### src/serial_dac_pkg.sv
// Package with widths, codes and timing counts for the serial converter link
package serial_dac_pkg;
    localparam int unsigned CODE_W = 12;
    localparam logic [11:0] CODE_FULL = 12'hfff;
    localparam logic [11:0] CODE_MID = 12'h800;
    localparam logic [11:0] CODE_ZERO = 12'h000;
    localparam int unsigned SYS_CLK_MHZ = 50;
    // Half period of the link clock the host makes, in ns
    localparam int unsigned LINK_HALF_NS = 80;
    localparam int unsigned LINK_HALF_CYC = (LINK_HALF_NS * SYS_CLK_MHZ + 999) / 1000;
    localparam logic [3:0] LINK_HALF_CNT = 4'(LINK_HALF_CYC - 1);
    localparam logic [3:0] BIT_LAST = 4'(CODE_W - 1);
endpackage

### src/serial_dac_if.sv
// Interface carrying the three-wire link plus load and clear strobes
`timescale 1ns/100ps
interface serial_dac_if;
    logic serial_clk;
    logic serial_data_in;
    logic select_n;
    logic load_strobe_n;
    logic zero_clear_n;
    modport host (output serial_clk, output serial_data_in, output select_n,
        output load_strobe_n, output zero_clear_n);
    modport dev (input serial_clk, input serial_data_in, input select_n,
        input load_strobe_n, input zero_clear_n);
endinterface

### src/serial_dac_host.sv
// Host end: sends one 12-bit word and strobes it into the converter
`timescale 1ns/100ps
module serial_dac_host
    import serial_dac_pkg::*;
(
    input wire logic sys_clk_i, // System clock, 50 MHz
    input wire logic rst_b_i, // Async reset, active low
    serial_dac_if.host link, // Pins to the converter
    input wire logic send_i, // Pulse: send word_i
    input wire logic [11:0] word_i, // Code to send
    input wire logic clear_i, // Pulse: clear converter
    output logic busy_o // Transfer in progress
);
    typedef enum logic [2:0] {
        IDLE = 3'b000, SEL = 3'b001, LOW = 3'b011, HIGH = 3'b010,
        DESEL = 3'b110, LOAD = 3'b111, CLR = 3'b100
    } st_t;
    st_t st_ff, nxt_st;
    logic [11:0] word_ff, nxt_word;
    logic [3:0] bit_ff, nxt_bit, div_ff, nxt_div;
    logic sck_ff, nxt_sck, sel_ff, nxt_sel, ld_ff, nxt_ld, clr_ff, nxt_clr, busy_ff, nxt_busy;
    logic tick;

    // ************************************************************
    // Link sequencer
    // ************************************************************
    assign tick = (div_ff == LINK_HALF_CNT);

    // One state step per half link period
    always_comb begin
        nxt_st = st_ff; nxt_word = word_ff; nxt_bit = bit_ff;
        nxt_sck = sck_ff; nxt_sel = sel_ff; nxt_ld = ld_ff; nxt_clr = clr_ff;
        nxt_div = tick ? 4'h0 : div_ff + 4'h1;
        nxt_busy = busy_ff;
        case (st_ff)
            IDLE: begin
                nxt_div = 4'h0;
                if (clear_i) begin
                    nxt_clr = 1'b0;
                    nxt_st = CLR; nxt_busy = 1'b1;
                end else if (send_i) begin
                    nxt_word = word_i; nxt_bit = 4'h0;
                    nxt_st = SEL; nxt_busy = 1'b1;
                end
            end
            CLR: if (tick) begin
                nxt_clr = 1'b1; nxt_st = IDLE; nxt_busy = 1'b0;
            end
            SEL: if (tick) begin
                nxt_sel = 1'b0; nxt_st = LOW;
            end
            LOW: if (tick) begin
                nxt_sck = 1'b1; nxt_st = HIGH;
            end
            HIGH: if (tick) begin
                if (bit_ff == BIT_LAST) begin
                    // Select rises while the clock is still high: a rise with the
                    // clock low would shift one extra bit and push out the MSB
                    nxt_sel = 1'b1;
                    nxt_st = DESEL;
                end else begin
                    nxt_sck = 1'b0;
                    nxt_word = {word_ff[10:0], 1'b0};
                    nxt_bit = bit_ff + 4'h1;
                    nxt_st = LOW;
                end
            end
            DESEL: if (tick) begin
                // Clock falls with select already high, so nothing shifts
                nxt_sck = 1'b0;
                nxt_ld = 1'b0; nxt_st = LOAD;
            end
            LOAD: if (tick) begin
                // Load returns high before any further word
                nxt_ld = 1'b1; nxt_st = IDLE; nxt_busy = 1'b0;
            end
            default: nxt_st = IDLE;
        endcase
    end

    always_ff @(posedge sys_clk_i or negedge rst_b_i) begin
        if (!rst_b_i) begin
            st_ff <= IDLE; word_ff <= CODE_ZERO; bit_ff <= 4'h0; div_ff <= 4'h0;
            sck_ff <= 1'b0; sel_ff <= 1'b1; ld_ff <= 1'b1; clr_ff <= 1'b1;
            busy_ff <= 1'b0;
        end else begin
            st_ff <= nxt_st; word_ff <= nxt_word; bit_ff <= nxt_bit; div_ff <= nxt_div;
            sck_ff <= nxt_sck; sel_ff <= nxt_sel; ld_ff <= nxt_ld; clr_ff <= nxt_clr;
            busy_ff <= nxt_busy;
        end
    end

    // Data leads the clock rise by a half period, the first bit by a full period
    assign link.serial_clk = sck_ff;
    assign link.serial_data_in = word_ff[11];
    assign link.select_n = sel_ff;
    assign link.load_strobe_n = ld_ff;
    assign link.zero_clear_n = clr_ff;
    assign busy_o = busy_ff;
endmodule

### src/flat_wrapper.sv
// flat-port wrapper written by rule: the top's interface ports become plain ports
module serial_dac_host_flat import serial_dac_pkg::*;
  (sys_clk_i, rst_b_i, send_i, word_i, clear_i, busy_o, link_serial_clk, link_serial_data_in, link_select_n, link_load_strobe_n, link_zero_clear_n);
  serial_dac_if link_i ();
  input wire logic sys_clk_i;
  input wire logic rst_b_i;
  input wire logic send_i;
  input wire logic [11:0] word_i;
  input wire logic clear_i;
  output logic busy_o;
  output wire logic [$bits(link_i.serial_clk)-1:0] link_serial_clk;
  output wire logic [$bits(link_i.serial_data_in)-1:0] link_serial_data_in;
  output wire logic [$bits(link_i.select_n)-1:0] link_select_n;
  output wire logic [$bits(link_i.load_strobe_n)-1:0] link_load_strobe_n;
  output wire logic [$bits(link_i.zero_clear_n)-1:0] link_zero_clear_n;
  assign link_serial_clk = link_i.serial_clk;
  assign link_serial_data_in = link_i.serial_data_in;
  assign link_select_n = link_i.select_n;
  assign link_load_strobe_n = link_i.load_strobe_n;
  assign link_zero_clear_n = link_i.zero_clear_n;
  serial_dac_host u_core (.sys_clk_i(sys_clk_i), .rst_b_i(rst_b_i), .link(link_i), .send_i(send_i), .word_i(word_i), .clear_i(clear_i), .busy_o(busy_o));
endmodule
### config.mk
export PLATFORM = sky130hd
export DESIGN_NAME = serial_dac_host_flat
export DESIGN_NICKNAME = d
export VERILOG_FILES = /design/src/serial_dac_pkg.sv /design/src/serial_dac_if.sv /design/src/serial_dac_host.sv /design/src/flat_wrapper.sv
export SDC_FILE = /design/constraint.sdc
export NUM_CORES = 1
export LEC_CHECK = 0
export BUFFER_PORTS_ARGS = -buffer_cell sky130_fd_sc_hd__buf_2
export CAP_MARGIN = 20
export CORE_ASPECT_RATIO = 0.7
export CORE_MARGIN = 3
export CORE_UTILIZATION = 50
export DETAILED_ROUTE_END_ITERATION = 6
export PLACE_DENSITY_LB_ADDON = 0.12
export SYNTH_ARGS = -nofsm -noshare
export SYNTH_HDL_FRONTEND = slang
export SYNTH_SLANG_ARGS = --single-unit
### constraint.sdc
create_clock -name sys_clk_i -period 2.6 [get_ports sys_clk_i]
set_input_delay 0.26 -clock sys_clk_i [delete_from_list [all_inputs] [get_ports sys_clk_i]]
set_output_delay 0.26 -clock sys_clk_i [all_outputs]
set_load 0.1 [all_outputs]
==> flow_summary.ini <==
[logic_synthesis]
yosys_most_used_dff = dfrtp_1
async_reset_ff_frac = 1.00
ys_types = 42
syn-mean-instance-area_um2 = 11.4
ys_ff_latch = 28
syn_nets = 144
synth_warnings = 0
synth_edf_count = 0
synth_sequential_area_ratio = 0.493
synth_area_um2 = 1430
syn_inst = 126

[floorplan]
dieHeight_um = 50.7
io_pins = 22
rows = 15
dieWidth_um = 69.9
start_util = 0.552
die-area_um2 = 3550
core_um2 = 2590

[global_routing]
track_usage = 0.181
grt_pass1_wl_um = 5090
antenna_found_initial = 0
grt_max_degree = 29
grt_overflow = 0
grt_pass1_vias = 1028

[clock_network]
cts_buffers = 3
clk_path_buf_depth = 2
cts_root_buf = clkbuf_8
clk_pin_slew_ps = 100
clk_latency_ps = 280
cts_tree = done
cts.sinks = 28
htreeDepth = 1

[hold_path]
hp-class = input pin to flip-flop

[routing]
drt_wl_total_um = 2860
vias = 1073
dr.pass1.iters = 4
final_antenna_net_count = 0
initialDrtViolationCount = 110
route.detailed.drc = 0
wl_per_cell_um = 16.1
via_per_inst = 6.03

[timing]
slew_headroom = 0.588
final.period_utilization = 0.774
hold_viol_final = 0
min_period_ps = 2010
fmax_mhz = 497
rsz0062_at_grt = no
finalSetupTns_ps = 0
setup_ws_ps = 588
final-max-slew-violation-count = 0
clock_skew_ps = 7.63
setup_viol = 0
worst_pin_slew_ps = 618
holdWs_ps = 199

[pwr]
p_leak_nw = 0.653
powerDensity_nw_per_um2 = 1300
ir_drop_mv = 0.521

[placement]
dp.final_hpwl_um = 1950
placed_area_um2 = 1540
post-place-ws_ps = 605
port_buffers = 21
routabilityCongestion = 0.761

[setup_path]
criticalPathCategory = flip-flop to flip-flop
cp-start-kind = flip-flop
crit_fanout = 13
worstPathArrival_ps = 2170
crit_required_ps = 2760
end_kind = flip-flop

[finish]
fillers = 217
final_nets = 163
syn2layout_area_growth_pct = 13.2
drive_above_1_share = 0.236
num_antenna_cells = 0
design_area_um2 = 1620
multiInputGateArea_um2 = 663
register_area_um2 = 704

[job]
drv_cap = 0

[status]
status = completed
==> state kept, by name, indices dropped and copies added (netlist names) <==
register                   flops
u_core.bit_ff                  4
u_core.busy_o                  1
u_core.div_ff                  4
u_core.link.load_strobe_n      1
u_core.link.select_n           1
u_core.link.serial_clk         1
u_core.link.zero_clear_n       1
u_core.st_ff                   3
u_core.word_ff                12
==> metal layers <==
layer	track usage	part of all wire	vias to the layer above
met5	0	0	-
met4	0.0287	0.0045	0
met3	0.0500	0.043	2
met2	0.254	0.43	24
met1	0.279	0.52	523
li1	-	-	524
==> synthesized netlist by cell type, types with 2 or more instances <==
| cell type | n | share of area |
|---|---|---|
| nand3b_1 | 2 | 0.010 |
| a21oi_1 | 4 | 0.014 |
| o21ai_0 | 4 | 0.014 |
| dfrtp_1 | 25 | 0.44 |
| or3_1 | 12 | 0.052 |
| a22o_1 | 3 | 0.018 |
| buf_6 | 2 | 0.016 |
| clkbuf_1 | 6 | 0.016 |
| a21boi_0 | 2 | 0.010 |
| nand2_1 | 2 | 0.0053 |
| dfstp_2 | 3 | 0.055 |
| or3b_1 | 2 | 0.012 |
| mux2i_1 | 3 | 0.021 |
| o211ai_1 | 2 | 0.010 |
| buf_2 | 2 | 0.0070 |
| nor2_1 | 6 | 0.016 |
| o41ai_1 | 2 | 0.012 |
| o2bb2ai_1 | 2 | 0.012 |
| o31ai_1 | 2 | 0.010 |
| inv_1 | 2 | 0.0053 |
| o221a_1 | 11 | 0.087 |
| o21bai_1 | 2 | 0.010 |
| nor3_1 | 3 | 0.010 |
| ha_1 | 2 | 0.017 |
| nand3_1 | 3 | 0.010 |
==> through the flow <==
| step | std cells | power (W) | utilization |
|---|---|---|---|
| after detailed placement | 173 | 0.00177 | 0.594 |
| after CTS | 178 | 0.00211 | 0.625 |
| final | 178 | 0.00211 | 0.625 |
| after global placement | 173 | 0.00174 | 0.594 |
| after global routing | 178 | 0.00225 | 0.625 |
| after floorplan | 126 | 0.00161 | - |
==> logic make-up (layout without fill, tap and decap cells) <==
kind of cell | Yosys count | count (layout) | share of synthesized area
xor+xnor | 1 | 1 | 0.00613
simple gates | 40 | 40 | 0.178
mux | 4 | 4 | 0.0289
flops | 28 | 28 | 0.493
fa+ha+maj | 3 | 3 | 0.0245
buf+inv | 12 | 30 | 0.0437
compound gates | 38 | 38 | 0.227
==> cells in the final DEF, fill, tap and decap left out, drive strengths merged, types with 3 or more instances in the layout <==
cell type and count:
nand3 3, a22o 3, buf 23, dfrtp 25, o221a 11, a21oi 4
or3 13, dfstp 3, clkbuf 3, o21ai 4, nor2 6, nor3 3
mux2i 3
==> cell type report <==
class,instances,area share
Tap cell,34,0.0263
Timing Repair Buffer,24,0.0804
Clock inverter,1,0.0185
Multi-Input combinational cell,86,0.410
Sequential cell,28,0.435
Clock buffer,3,0.0255
Inverter,2,0.00464
==> worst max-delay path: stages, from the launching register on <==
cell     delay, ps
dfrtp_1        380
ha_1           220
or3b_1         500
or3_4          520
o221a_1        280
==> repair_timing <==
action | in CTS | in global routing
hold buffers | 1 | 0
setup buffers | 0 | 0
gates resized for setup | 0 | 0
hold endpoints to repair | 13 | 0
==> worst paths after layout <==
check | start | endpoint | slack (ps) | depth (start not counted)
worst max-delay path | u_core.div_ff[0] | u_core.word_ff[7] | 590 | 4
worst min-delay path | word_i[0] | u_core.word_ff[0] | 200 | 2
worst max register to register | u_core.div_ff[0] | u_core.word_ff[7] | 590 | 4
worst min register to register | u_core.div_ff[0] | u_core.div_ff[0] | 480 | 1
max in group asynchronous | rst_b_i | u_core.link.serial_clk | 1670 | 2
min in group asynchronous | rst_b_i | u_core.word_ff[4] | 520 | 2
==> where the power goes <==
part / internal (W) / switching (W) / total [W]
sequential: 0.000641 / 0.000184 / 0.000825
combinational: 0.000333 / 0.000605 / 0.000938
clock: 0.000206 / 0.000136 / 0.000342
(Power assumes the default switching activity.)
